[src/verilog/csc_pkg.sv]
// package: constants and carrier types for the cam start control block
package csc_pkg;
  localparam int POS_W = 32;
  localparam int CODE_W = 16;
  localparam int HANDLE_W = 16;
  localparam int TABLE_W = 16;
  localparam int SRC_W = 8;

  // start modes
  localparam logic START_AT_ONCE = 1'h0;
  localparam logic START_ON_POSITION_PASS = 1'h1;

  // leader source codes
  localparam logic [SRC_W-1:0] SRC_SET = 8'h01;
  localparam logic [SRC_W-1:0] SRC_ACTUAL = 8'h02;
  localparam logic [SRC_W-1:0] SRC_LATEST_SET = 8'h65;
  localparam logic [SRC_W-1:0] SRC_LATEST_ACTUAL = 8'h66;
  localparam logic [SRC_W-1:0] SRC_RESET = 8'h01;

  // queueing select
  localparam logic QUEUE_ABORT = 1'h0;
  localparam logic QUEUE_BUFFERED = 1'h1;

  // option bit that picks the pass-check position source
  localparam int OPT_PASS_SRC_BIT = 21;

  // fault codes, values arbitrary
  localparam logic [CODE_W-1:0] FAULT_NONE = 16'h0000;
  localparam logic [CODE_W-1:0] FAULT_BAD_SOURCE = 16'h0001;
  localparam logic [CODE_W-1:0] FAULT_BAD_TABLE = 16'h0002;
  localparam logic [CODE_W-1:0] FAULT_BAD_LENGTH = 16'h0003;

  // first handle handed out, value arbitrary
  localparam logic [HANDLE_W-1:0] HANDLE_BASE = 16'h0001;
  localparam logic [POS_W-1:0] POS_ZERO = 32'h00000000;

  typedef struct packed {
    logic [POS_W-1:0] leaderOffset;
    logic [POS_W-1:0] followerOffset;
    logic [POS_W-1:0] leaderScale;
    logic [POS_W-1:0] followerScale;
    logic [POS_W-1:0] leaderFollowDistance;
    logic [POS_W-1:0] leaderStartThreshold;
    logic syncStartSelect;
    logic [SRC_W-1:0] leaderSourceSelect;
    logic [TABLE_W-1:0] profileTableNumber;
    logic queueingSelect;
    logic [31:0] options;
  } csc_params_t;

  typedef struct packed {
    logic busy;
    logic active;
    logic outputLocked;
    logic aborted;
    logic fault;
    logic [CODE_W-1:0] faultCode;
    logic cycleComplete;
  } csc_status_t;
endpackage

[src/verilog/csc_pass_detect.sv]
// pass detector: reports the first sample off the threshold after arming, then each crossing
`timescale 1ns/10ps
`default_nettype none
module csc_pass_detect (
  // clock and reset
  input wire logic core_clk,
  input wire logic rst,
  // control
  input wire logic arm,
  input wire logic [csc_pkg::POS_W-1:0] threshold,
  input wire logic [csc_pkg::POS_W-1:0] position,
  // result
  output logic passed
);
  logic [1:0] sideReg;
  logic [1:0] sideNext;
  logic armedReg;
  wire logic above = $signed(position) > $signed(threshold);
  wire logic below = $signed(position) < $signed(threshold);

  // equal keeps the last known side, so only a real move off counts
  always_comb begin
    sideNext = sideReg;
    if (above) sideNext = 2'h2;
    else if (below) sideNext = 2'h1;
  end

  // equality never passes; leaving the value does
  assign passed = armedReg && !arm && ((sideReg == 2'h1 && above) ||
    (sideReg == 2'h2 && below) || (sideReg == 2'h0 && (above || below)));

  always_ff @(posedge core_clk) begin
    if (rst || arm) begin
      sideReg <= 2'h0;
      armedReg <= !rst;
    end else begin
      sideReg <= sideNext;
    end
  end
endmodule
`default_nettype wire

[src/verilog/csc_start_control.sv]
// cam start control: latches start data, chooses sync start, reports flags
`timescale 1ns/10ps
`default_nettype none
module csc_start_control #(
  parameter logic [csc_pkg::HANDLE_W-1:0] INSTANCE_NUMBER = 16'h0000
) (
  // clock and reset
  input wire logic core_clk,
  input wire logic rst,
  // request from calling program
  input wire logic execute,
  input wire logic updateStrobe,
  input wire csc_pkg::csc_params_t params,
  input wire logic forcedStop,
  // leader and profile inputs
  input wire logic [csc_pkg::POS_W-1:0] leaderCommandPos,
  input wire logic [csc_pkg::POS_W-1:0] leaderFeedbackPos,
  input wire logic [csc_pkg::POS_W-1:0] cycleLength,
  input wire logic [csc_pkg::POS_W-1:0] profileValue,
  input wire logic profileOneShot,
  input wire logic tableValid,
  // status
  output csc_pkg::csc_status_t status,
  output logic [csc_pkg::HANDLE_W-1:0] instanceHandle,
  output logic [csc_pkg::POS_W-1:0] perCyclePosition,
  output logic [csc_pkg::POS_W-1:0] referenceValue,
  output logic [csc_pkg::POS_W-1:0] followerOutputValue,
  output csc_pkg::csc_params_t liveParams
);
  typedef enum logic [2:0] {IDLE, WAIT_PASS, RUNNING, DONE, ABORTED, FAULTED} csc_state_t;
  csc_state_t stateReg;
  csc_state_t stateNext;
  csc_pkg::csc_params_t paramReg;
  csc_pkg::csc_params_t pendingReg;
  logic pendingValidReg;
  logic executeDlyReg;
  logic [csc_pkg::POS_W-1:0] leaderBaseReg;
  logic [csc_pkg::POS_W-1:0] perCycleReg;
  logic [csc_pkg::POS_W-1:0] refReg;
  logic [csc_pkg::POS_W-1:0] outReg;
  logic cycleDoneReg;
  logic [csc_pkg::CODE_W-1:0] faultCodeReg;
  logic abortedReg;
  logic [csc_pkg::HANDLE_W-1:0] handleReg;

  wire logic executeRise = execute && !executeDlyReg;
  wire logic running = stateReg == WAIT_PASS || stateReg == RUNNING;
  // source chosen by the option bit of the captured options
  wire logic useFeedback = paramReg.options[csc_pkg::OPT_PASS_SRC_BIT];
  wire logic [csc_pkg::POS_W-1:0] passPos = useFeedback ? leaderFeedbackPos : leaderCommandPos;
  wire logic [csc_pkg::POS_W-1:0] leaderPos =
    (paramReg.leaderSourceSelect == csc_pkg::SRC_ACTUAL ||
     paramReg.leaderSourceSelect == csc_pkg::SRC_LATEST_ACTUAL) ? leaderFeedbackPos
                                                                 : leaderCommandPos;
  // legal source codes only
  wire logic srcOk = params.leaderSourceSelect == csc_pkg::SRC_SET ||
    params.leaderSourceSelect == csc_pkg::SRC_ACTUAL ||
    params.leaderSourceSelect == csc_pkg::SRC_LATEST_SET ||
    params.leaderSourceSelect == csc_pkg::SRC_LATEST_ACTUAL;
  wire logic lenOk = cycleLength != csc_pkg::POS_ZERO;
  wire logic [csc_pkg::CODE_W-1:0] startFault =
    !srcOk ? csc_pkg::FAULT_BAD_SOURCE :
    !tableValid ? csc_pkg::FAULT_BAD_TABLE :
    !lenOk ? csc_pkg::FAULT_BAD_LENGTH : csc_pkg::FAULT_NONE;
  // a new start while running aborts it unless queueing was chosen
  wire logic takeNew = executeRise && (!running || params.queueingSelect == csc_pkg::QUEUE_ABORT);
  wire logic queueNew = executeRise && running && params.queueingSelect == csc_pkg::QUEUE_BUFFERED;
  wire logic armPass;
  wire logic passed;
  // threshold only; follow distance ignored in position-pass mode
  csc_pass_detect passDetect (
    .core_clk(core_clk),
    .rst(rst),
    .arm(armPass),
    .threshold(paramReg.leaderStartThreshold),
    .position(passPos),
    .passed(passed)
  );

  wire logic [csc_pkg::POS_W-1:0] relPos = leaderPos - leaderBaseReg + paramReg.leaderOffset;
  // base steps forward one cycle length per wrap, so each full move is seen once
  wire logic wrapNow = stateReg == RUNNING && $signed(relPos) >= $signed(cycleLength);
  wire logic [csc_pkg::POS_W-1:0] baseWrapped = leaderBaseReg + cycleLength;
  wire logic [csc_pkg::POS_W-1:0] perCycleNext = wrapNow ? relPos - cycleLength : relPos;
  wire logic startNow = stateReg == WAIT_PASS && passed;
  wire logic endOneShot = wrapNow && profileOneShot;
  wire logic launchQueued = endOneShot && pendingValidReg;
  assign armPass = (takeNew && startFault == csc_pkg::FAULT_NONE &&
    params.syncStartSelect == csc_pkg::START_ON_POSITION_PASS);
  // parameter updates take effect at once in mode zero, at table start otherwise
  wire logic applyUpdate = updateStrobe && running &&
    (paramReg.syncStartSelect == csc_pkg::START_AT_ONCE || wrapNow);

  always_comb begin
    stateNext = stateReg;
    if (forcedStop && running) stateNext = ABORTED;
    else if (takeNew && startFault != csc_pkg::FAULT_NONE) stateNext = FAULTED;
    else if (takeNew) begin
      // mode zero enters RUNNING on the first clock edge that sees execute high, with no pass wait
      stateNext = params.syncStartSelect == csc_pkg::START_AT_ONCE ? RUNNING : WAIT_PASS;
    end else if (launchQueued) stateNext = RUNNING;
    else if (startNow) stateNext = RUNNING;
    else if (endOneShot) stateNext = DONE;
    else if ((stateReg == DONE || stateReg == FAULTED) && !execute) stateNext = IDLE;
    else if (stateReg == ABORTED && !execute) stateNext = IDLE;
  end

  always_ff @(posedge core_clk) begin
    if (rst) begin
      stateReg <= IDLE;
      executeDlyReg <= 1'h0;
    end else begin
      stateReg <= stateNext;
      executeDlyReg <= execute;
    end
  end

  // capture everything first, then the operation runs on the copy
  always_ff @(posedge core_clk) begin
    if (rst) begin
      paramReg <= '0;
      pendingReg <= '0;
      pendingValidReg <= 1'h0;
    end else begin
      if (takeNew) paramReg <= params;
      else if (launchQueued) paramReg <= pendingReg;
      else if (applyUpdate) paramReg <= params;
      if (queueNew) begin
        pendingReg <= params;
        pendingValidReg <= 1'h1;
      end else if (launchQueued || takeNew || stateNext == ABORTED) begin
        pendingValidReg <= 1'h0;
      end
    end
  end

  // tracked values reset to zero
  always_ff @(posedge core_clk) begin
    if (rst) begin
      perCycleReg <= csc_pkg::POS_ZERO;
      refReg <= csc_pkg::POS_ZERO;
      outReg <= csc_pkg::POS_ZERO;
      leaderBaseReg <= csc_pkg::POS_ZERO;
      cycleDoneReg <= 1'h0;
    end else begin
      cycleDoneReg <= wrapNow; // one cycle per full cycle length
      if ((takeNew && stateNext == RUNNING) || startNow || launchQueued) begin
        leaderBaseReg <= leaderPos;
        perCycleReg <= csc_pkg::POS_ZERO;
      end else if (stateReg == RUNNING) begin
        if (wrapNow) leaderBaseReg <= baseWrapped;
        perCycleReg <= perCycleNext;
        refReg <= profileValue;
        outReg <= profileValue + paramReg.followerOffset;
      end
    end
  end

  // aborted holds until execute falls fault code zero when clear
  always_ff @(posedge core_clk) begin
    if (rst) begin
      abortedReg <= 1'h0;
      faultCodeReg <= csc_pkg::FAULT_NONE;
    end else begin
      if (stateNext == ABORTED || (running && takeNew)) abortedReg <= 1'h1;
      else if (!execute) abortedReg <= 1'h0;
      if (takeNew) faultCodeReg <= startFault;
      else if (stateNext == IDLE) faultCodeReg <= csc_pkg::FAULT_NONE;
    end
  end

  // handle fixed when the instance comes up
  always_ff @(posedge core_clk) begin
    if (rst) handleReg <= csc_pkg::HANDLE_BASE;
    else handleReg <= csc_pkg::HANDLE_BASE + INSTANCE_NUMBER;
  end

  // busy drops on done, abort or fault
  assign status.busy = running;
  assign status.active = stateReg == RUNNING;
  assign status.outputLocked = stateReg == RUNNING;
  assign status.aborted = abortedReg;
  assign status.fault = faultCodeReg != csc_pkg::FAULT_NONE;
  assign status.faultCode = faultCodeReg;
  assign status.cycleComplete = cycleDoneReg;
  assign instanceHandle = handleReg;
  assign perCyclePosition = perCycleReg;
  assign referenceValue = refReg;
  assign followerOutputValue = outReg;
  assign liveParams = paramReg;
endmodule
`default_nettype wire

[config.mk]
export PLATFORM = sky130hd
export DESIGN_NAME = csc_start_control
export DESIGN_NICKNAME = d
export VERILOG_FILES = /design/src/verilog/csc_pkg.sv /design/src/verilog/csc_pass_detect.sv /design/src/verilog/csc_start_control.sv
export SDC_FILE = /design/constraint.sdc
export NUM_CORES = 2
export LEC_CHECK = 0
export BUFFER_PORTS_ARGS = -buffer_cell sky130_fd_sc_hd__buf_2
export CORE_AREA = 2 2 295 297
export DETAILED_ROUTE_END_ITERATION = 16
export DIE_AREA = 0 0 297 299
export PLACE_DENSITY_LB_ADDON = 0.2
export SLEW_MARGIN = 20
export SYNTH_ARGS = -nofsm -noshare
export SYNTH_HDL_FRONTEND = slang
export SYNTH_SLANG_ARGS = --single-unit
[constraint.sdc]
create_clock -name core_clk -period 7.2 [get_ports core_clk]
set_input_delay 0.36 -clock core_clk [delete_from_list [all_inputs] [get_ports core_clk]]
set_output_delay 0.36 -clock core_clk [all_outputs]
set_load 0.01 [all_outputs]
After elaboration in Yosys (flattened, before gate mapping)
Cells that the tools add are included.
Widths: inputs -> output; s select.
{"block": "totals", "ff_bits": 654, "input_bits": 385, "word_cells": 152}
{"block": "op_classes", "add_sub_neg": 5, "n_lt_le_gt_ge": 3, "n_eq_ne": 16, "mux": 29, "bitwise": 3, "reduce_logical": 61}
{"cell": "$mux 250", "n": 3}
{"cell": "$mux 32", "n": 6}
{"cell": "$add 32x32->32", "n": 3}
{"cell": "$sub 32x32->32", "n": 2}
{"cell": "$ge 32x32->1", "n": 1}
{"cell": "$gt 32x32->1", "n": 1}
{"cell": "$lt 32x32->1", "n": 1}
{"cell": "$mux 16", "n": 2}
{"cell": "$reduce_bool 16->1", "n": 2}
{"cell": "$reduce_bool 32->1", "n": 1}
{"cell": "$eq 8x7->1 const B", "n": 3}
{"cell": "$mux 3", "n": 8}
{"cell": "$logic_and 1x1->1", "n": 23}
{"cell": "$logic_or 1x1->1", "n": 17}
{"cell": "$eq 8x2->1 const B", "n": 2}
{"cell": "$logic_not 16->1", "n": 1}
{"cell": "$mux 2", "n": 6}
{"cell": "$reduce_bool 2->1", "n": 5}
{"cell": "$eq 3x2->1 const B", "n": 3}
{"cell": "$eq 3x3->1 const B", "n": 3}
{"cell": "$eq 8x1->1 const B", "n": 1}
{"cell": "$logic_not 1->1", "n": 5}
{"cell": "$mux 1", "n": 4}
{"cell": "$reduce_and 2->1", "n": 2}
{"cell": "9 further kinds", "n": 12}

Depth between registers and ports, before layout
{"block": "depth", "ltp_word": 23, "mapped_depth": 34, "depth_no_buf": 30}

Cells and area by module
A second synthesis with hierarchy kept.
{"block": "hier_totals", "hier_cells": 4387, "area_unflattened_um2": 34941.0}
{"module": "csc_start_control", "n_inst": 1, "cells_per_inst": 4260, "area_per_inst_um2": 33973.8, "seq_area_each_um2": 12752.2}
{"module": "csc_pass_detect", "n_inst": 1, "cells_per_inst": 127, "area_per_inst_um2": 967.2, "seq_area_each_um2": 70.1}

Worst setup path after synthesis
OpenSTA, ideal clock, no wires.
{"block": "synth_timing", "path_kind": "reg-to-reg", "from": "register paramReg, in the netlist liveParams[51]", "to": "register outReg, in the netlist followerOutputValue[30]", "setup_time_ps": 122, "arrival_time_ps": 7552, "slack_ps": -474, "stages_incl_launch_ff": 28, "path_buffers": 3, "period_less_slack_ps": 7674, "path_cell_list": "dfxtp_1 -> or3_1 -> a2111oi_0 -> clkbuf_1 -> mux2i_1 -> fa_1 -> inv_1 -> ha_1 -> a21o_1 -> a211o_1 -> a31o_2 -> a21oi_1 -> nor2_1 -> a311o_1 -> a21boi_0 -> xnor2_1 -> ha_1 -> and4_1 -> a41oi_1 -> o31ai_1 -> a21o_1 -> a2111o_1 -> nand4_4 -> nor2_2 -> or4_1 -> buf_2 -> buf_2 -> a311o_1"}
{"block": "synth_via", "elab_chain_cells": 20, "word_cells_on_any_way": 22}
{"item": "from (decl)", "line_no": "csc_start_control.sv:33", "rtl": "csc_pkg::csc_params_t paramReg;"}
{"item": "from (signal assigned)", "line_no": "csc_start_control.sv:125", "rtl": "if (takeNew) paramReg <= params;"}
{"item": "from (signal assigned)", "line_no": "csc_start_control.sv:126", "rtl": "else if (launchQueued) paramReg <= pendingReg;"}
{"item": "from (signal assigned)", "line_no": "csc_start_control.sv:127", "rtl": "else if (applyUpdate) paramReg <= params;"}
{"item": "$eq 8x2->1 or $eq 8x7->1 (tied branches)", "line_no": "csc_start_control.sv:52, csc_start_control.sv:53"}
{"item": "$logic_or 1x1->1 (*)", "line_no": "csc_start_control.sv:52", "rtl": "(paramReg.leaderSourceSelect == csc_pkg::SRC_ACTUAL ||"}
{"item": "$mux 32 (*)", "line_no": "csc_start_control.sv:53", "rtl": "paramReg.leaderSourceSelect == csc_pkg::SRC_LATEST_ACTUAL) ? leaderFeedbackPos"}
{"item": "$sub 32x32->32 (*)", "line_no": "csc_start_control.sv:80", "rtl": "wire logic [csc_pkg::POS_W-1:0] relPos = leaderPos - leaderBaseReg + paramReg.leaderOffset;"}
{"item": "$add 32x32->32 (*)", "line_no": "csc_start_control.sv:80"}
{"item": "$ge 32x32->1 (*)", "line_no": "csc_start_control.sv:82", "rtl": "wire logic wrapNow = stateReg == RUNNING && $signed(relPos) >= $signed(cycleLength);"}
{"item": "$logic_and 1x1->1 (*)", "line_no": "csc_start_control.sv:82"}
{"item": "$logic_and 1x1->1 (*)", "line_no": "csc_start_control.sv:86", "rtl": "wire logic endOneShot = wrapNow && profileOneShot;"}
{"item": "[4 not listed]"}
{"item": "$mux 3", "line_no": "csc_start_control.sv:97", "rtl": "else if (takeNew && startFault != csc_pkg::FAULT_NONE) stateNext = FAULTED;"}
{"item": "$mux 3", "line_no": "csc_start_control.sv:96", "rtl": "if (forcedStop && running) stateNext = ABORTED;"}
{"item": "$eq 3x2->1", "line_no": "csc_start_control.sv:147", "rtl": "if ((takeNew && stateNext == RUNNING) || startNow || launchQueued) begin"}
{"item": "$logic_and 1x1->1", "line_no": "csc_start_control.sv:147"}
{"item": "$logic_or 1x1->1", "line_no": "csc_start_control.sv:147"}
{"item": "$logic_or 1x1->1 (*)", "line_no": "csc_start_control.sv:147"}
{"item": "$not 1->1 (no line) (*)"}
{"item": "$reduce_and 2->1 (no line) (*)"}
{"item": "to (signal assigned)", "line_no": "csc_start_control.sv:142", "rtl": "outReg <= csc_pkg::POS_ZERO;"}
{"item": "to (signal assigned)", "line_no": "csc_start_control.sv:154", "rtl": "outReg <= profileValue + paramReg.followerOffset;"}
{"item": "to (decl)", "line_no": "csc_start_control.sv:40", "rtl": "logic [csc_pkg::POS_W-1:0] outReg;"}
Every way passes the cells marked *; elsewhere a longest branch is shown, timed or not.
A chain may end at the register's enable or synchronous reset.

Worst setup path after layout
{"block": "layout_timing", "from": "register paramReg, in the netlist liveParams[51]", "to": "register paramReg, in the netlist liveParams[26]"}
{"block": "layout_via", "elab_chain_cells": 11, "word_cells_on_any_way": 15}
{"item": "$eq 8x2->1 or $eq 8x7->1 (tied branches)", "line_no": "csc_start_control.sv:52, csc_start_control.sv:53"}
{"item": "$logic_or 1x1->1 (*)", "line_no": "csc_start_control.sv:52"}
{"item": "$mux 32 (*)", "line_no": "csc_start_control.sv:53"}
{"item": "$sub 32x32->32 (*)", "line_no": "csc_start_control.sv:80"}
{"item": "$add 32x32->32 (*)", "line_no": "csc_start_control.sv:80"}
{"item": "$ge 32x32->1 (*)", "line_no": "csc_start_control.sv:82"}
{"item": "$logic_and 1x1->1 (*)", "line_no": "csc_start_control.sv:82"}
{"item": "$logic_and 1x1->1", "line_no": "csc_start_control.sv:86"}
{"item": "$logic_and 1x1->1", "line_no": "csc_start_control.sv:87", "rtl": "wire logic launchQueued = endOneShot && pendingValidReg;"}
{"item": "$mux 250", "line_no": "csc_start_control.sv:126"}
{"item": "$mux 250", "line_no": "csc_start_control.sv:125"}
Marks and branches as above.

==> impl_metrics.xml <==
<?xml version="1.0" encoding="UTF-8"?>
<metrics>
  <group name="floorplanning">
    <metric name="die_width" unit="um">297</metric>
    <metric name="die_height" unit="um">299</metric>
    <metric name="die_area" unit="mm2">0.0888</metric>
    <metric name="initial_utilization" unit="%">39.1</metric>
    <metric name="placeable_core_region" unit="mm2">0.0859</metric>
    <metric name="pin_count" unit="">769</metric>
    <metric name="fp-row-count" unit="">108</metric>
  </group>
  <group name="setup_path">
    <metric name="wp_depth" unit="">32</metric>
    <metric name="critical_path.slowest_cell" unit="">sky130_fd_sc_hd__fa_1</metric>
    <metric name="max_fanout_on_critical_path" unit="">18</metric>
    <metric name="timing.critical_path.mode_cell" unit="">sky130_fd_sc_hd__buf_12</metric>
    <metric name="crit_path_start" unit="">liveParams[51]</metric>
    <metric name="cp-start-kind" unit="">flip-flop</metric>
    <metric name="endpoint" unit="">liveParams[26]</metric>
    <metric name="regToRegEndpoint" unit="">liveParams[26]</metric>
    <metric name="crit_required" unit="ps">7720</metric>
    <metric name="critical_path_arrival" unit="ps">7550</metric>
    <metric name="cpLargestDelayFamily" unit="">compound AO/OA/AOI/OAI gates</metric>
    <metric name="path_buf_inv" unit="">9</metric>
    <metric name="timing.reg2reg.worst_path_depth" unit="">32</metric>
    <metric name="crit_type" unit="">flip-flop to flip-flop</metric>
    <metric name="worstReg2RegStart" unit="">liveParams[51]</metric>
    <metric name="timing.critical_path.slowest_cell_delay" unit="ps">430</metric>
    <metric name="critPathCaptureType" unit="">flip-flop</metric>
    <metric name="ff2ff_setup_slack" unit="ps">170</metric>
  </group>
  <group name="route">
    <metric name="drt.antenna.violating_nets" unit="">0</metric>
    <metric name="drc_errors" unit="">0</metric>
    <metric name="drtPass1Iterations" unit="">5</metric>
    <metric name="drt_first_iter_violations" unit="">2715</metric>
    <metric name="viasPerCell" unit="">5.32</metric>
    <metric name="dr_total_vias" unit="">35200</metric>
    <metric name="routedWlPerCell" unit="um">20.5</metric>
    <metric name="totalWireLength" unit="mm">136</metric>
  </group>
  <group name="place">
    <metric name="place_inst" unit="">6134</metric>
    <metric name="dpl_worst_slack" unit="ps">-287</metric>
    <metric name="gp_congestion" unit="">0.952</metric>
    <metric name="port_buffers" unit="">738</metric>
    <metric name="dp_hpwl" unit="mm">92.2</metric>
  </group>
  <group name="clock_network">
    <metric name="cts.htree.levels" unit="">3</metric>
    <metric name="insertion_delay" unit="ps">650</metric>
    <metric name="cts_buf_count" unit="">75</metric>
    <metric name="cts_sinks" unit="">640</metric>
    <metric name="clk_pin_slew_worst_paths" unit="ps">60</metric>
    <metric name="cts_buffer_depth" unit="">3</metric>
    <metric name="tritoncts" unit="">yes</metric>
    <metric name="root_buffer" unit="">sky130_fd_sc_hd__clkbuf_16</metric>
  </group>
  <group name="logic_synthesis">
    <metric name="synthesis.area" unit="mm2">0.0336</metric>
    <metric name="post_synth.cell_area_avg" unit="um2">7.66</metric>
    <metric name="synth_enable_flop_cells" unit="">1</metric>
    <metric name="seq_area_frac_synth" unit="%">38.2</metric>
    <metric name="ys_ff_latch" unit="">640</metric>
    <metric name="synth_cell_types" unit="">74</metric>
    <metric name="synthesis.instances" unit="">4387</metric>
    <metric name="dominantRegCellSynth" unit="">sky130_fd_sc_hd__dfxtp_1</metric>
    <metric name="ys_warn_count" unit="">0</metric>
    <metric name="ys_async_sr_fraction" unit="%">0</metric>
  </group>
  <group name="grt">
    <metric name="globalRoute.totalOverflow" unit="">0</metric>
    <metric name="grt_max_degree" unit="">207</metric>
    <metric name="global_route.usage.total" unit="%">27.0</metric>
    <metric name="grt_antenna_before_repair" unit="">19</metric>
    <metric name="vias_in_the_first_global_route" unit="">31700</metric>
    <metric name="grt_pass1_wl" unit="mm">189</metric>
  </group>
  <group name="finish">
    <metric name="post_route_cells_drive_above_1_share" unit="%">23.3</metric>
    <metric name="fin_cells" unit="">6617</metric>
    <metric name="area_growth_syn_to_layout" unit="%">38.3</metric>
    <metric name="final_nets" unit="">5973</metric>
    <metric name="layout_common_cells" unit="">1188 x sky130_fd_sc_hd__nand2_1, 737 x sky130_fd_sc_hd__buf_2, 638 x sky130_fd_sc_hd__dfxtp_1</metric>
    <metric name="final_common_cell" unit="">sky130_fd_sc_hd__nand2_1</metric>
    <metric name="layout.filler_cells" unit="">8279</metric>
  </group>
  <group name="timing">
    <metric name="worst_clock_skew" unit="ps">47.7</metric>
    <metric name="fin_crit" unit="ps">7030</metric>
    <metric name="setup-tns-final" unit="ps">0</metric>
    <metric name="final_critical_path_setup_slack" unit="ps">171</metric>
    <metric name="finalHoldViolations" unit="">0</metric>
    <metric name="maxSlewHeadroom" unit="%">13.9</metric>
    <metric name="final_min_period_over_clock_period" unit="%">97.6</metric>
    <metric name="report.final.setup_viol" unit="">0</metric>
    <metric name="report.final.slew_viol_count" unit="">0</metric>
    <metric name="max_freq" unit="MHz">142</metric>
    <metric name="worst-slew-pin-transition" unit="ps">1290</metric>
  </group>
  <group name="power_and_ir_drop">
    <metric name="vdd.ir_drop.worst" unit="mV">0.491</metric>
    <metric name="p_per_area" unit="mW/mm2">359</metric>
    <metric name="total_leakage_power" unit="nW">19.9</metric>
  </group>
  <group name="worst_hold_path">
    <metric name="worstHoldPathType" unit="">input pin to flip-flop</metric>
    <metric name="hp-start" unit="">profileValue[17]</metric>
  </group>
  <group name="run">
    <metric name="drv.max_cap_violation_count" unit="">0</metric>
  </group>
  <group name="outcome">
    <metric name="status" unit="">finished clean</metric>
  </group>
</metrics>
==> Yosys cell counts, drive strengths merged (19+ instances only) <==
library cell	number	area (um2)
nand2	1189	4460
dfxtp	639	12800
a21oi	416	2080
nor2	396	1490
clkbuf	269	1010
a311oi	252	2210
inv	196	736
ha	158	1980
a211oi	93	703
o21ai	76	380
xnor2	63	552
a21o	56	420
buf	55	352
mux2i	42	420
nor3	40	200
nand3	38	190
xor2	38	333
fa	34	681
mux2	32	360
o21a	22	165
nand2b	21	131
nor4	19	125
==> how the worst min path moves through the flow <==
stage | endpoint | depth (start not counted)
global route | referenceValue[17] | 3
CTS | referenceValue[17] | 3
finish | referenceValue[17] | 3
detailed placement | followerOutputValue[19] | 2
floorplan | pendingReg[0] | 2
global placement | followerOutputValue[29] | 2
==> layer usage <==
layer	track usage [%]	routed length [um]
met1	35.4	58300
met2	43.4	62900
met3	5.59	8890
met4	11.0	5500
met5	0	82
==> metrics by stage <==
| step | total power [mW] | cell area [um2] | hold WS, ps | utilization, % |
|---|---|---|---|---|
| finish | 16.7 | 46500 | 35.3 | 54.1 |
| global route | 17.8 | 46500 | 25.3 | 54.1 |
| CTS | 16.1 | 44500 | 0.891 | 51.8 |
| detailed placement | 12.1 | 39100 | 440 | 45.5 |
| global placement | 12.1 | 39100 | 436 | 45.5 |
| floorplan | 9.49 | 33700 | 437 | - |
==> sequential cells by signal (all words and copies together) (netlist names) <==
| signal | cells |
|---|---|
| leaderBaseReg | 32 |
| passDetect.armedReg | 1 |
| passDetect.sideReg | 2 |
| pendingReg | 250 |
| liveParams | 250 |
| faultCodeReg | 2 |
| stateReg | 3 |
| perCyclePosition | 32 |
| executeDlyReg | 1 |
| cycleDoneReg | 1 |
| followerOutputValue | 32 |
| pendingValidReg | 1 |
| abortedReg | 1 |
| referenceValue | 32 |
==> what timing repair did <==
action                                  4_1_cts  5_1_grt
hold buffers                                279        0
pin swaps                                     5       41
resized for setup                            19      188
endpoints found under the hold margin       520        0
endpoints found under the setup margin      345      383
buffers inserted                              3       25
gates cloned                                  0       32
==> power by group <==
part / switching, mW / internal, mW
clock: 1.64 / 2.18
combinational: 4.80 / 3.87
sequential: 0.304 / 3.91
==> cells by family after synthesis <==
kind of cell	count (synthesis)	synth area share [%]
AOI/OAI and AO/OA	1051	21.0
xor gates and xnor gates	101	2.63
adders and majority gates	192	7.91
buffers and inverters	520	6.24
DFF	640	38.2
muxes	74	2.32
other	2	0.0223
and+or+nand+nor	1807	21.7
==> worst register-to-register path, delay by kind of cell (launching register included) <==
family / cells / cell delay [ps]
AO/OA/AOI/OAI: 12 / 2560
XOR/XNOR: 1 / 90
adder cells (fa/ha/maj): 3 / 1010
buffers and inverters: 9 / 1350
flip-flops: 1 / 310
multiplexers: 1 / 270
AND/OR/NAND/NOR: 6 / 1300
==> area by class of cell <==
cell class | count | area, um2 | share of cell area (%)
multi-input combinational | 3256 | 19800 | 42.5
inverter | 196 | 736 | 1.58
tap | 1155 | 1450 | 3.11
antenna | 10 | 25.0 | 0.0538
timing repair buffer | 1227 | 9220 | 19.8
clock inverter | 24 | 309 | 0.665
sequential | 640 | 12800 | 27.6
clock buffer | 109 | 2150 | 4.64
No activity file was read; power rests on OpenSTA's default activity.
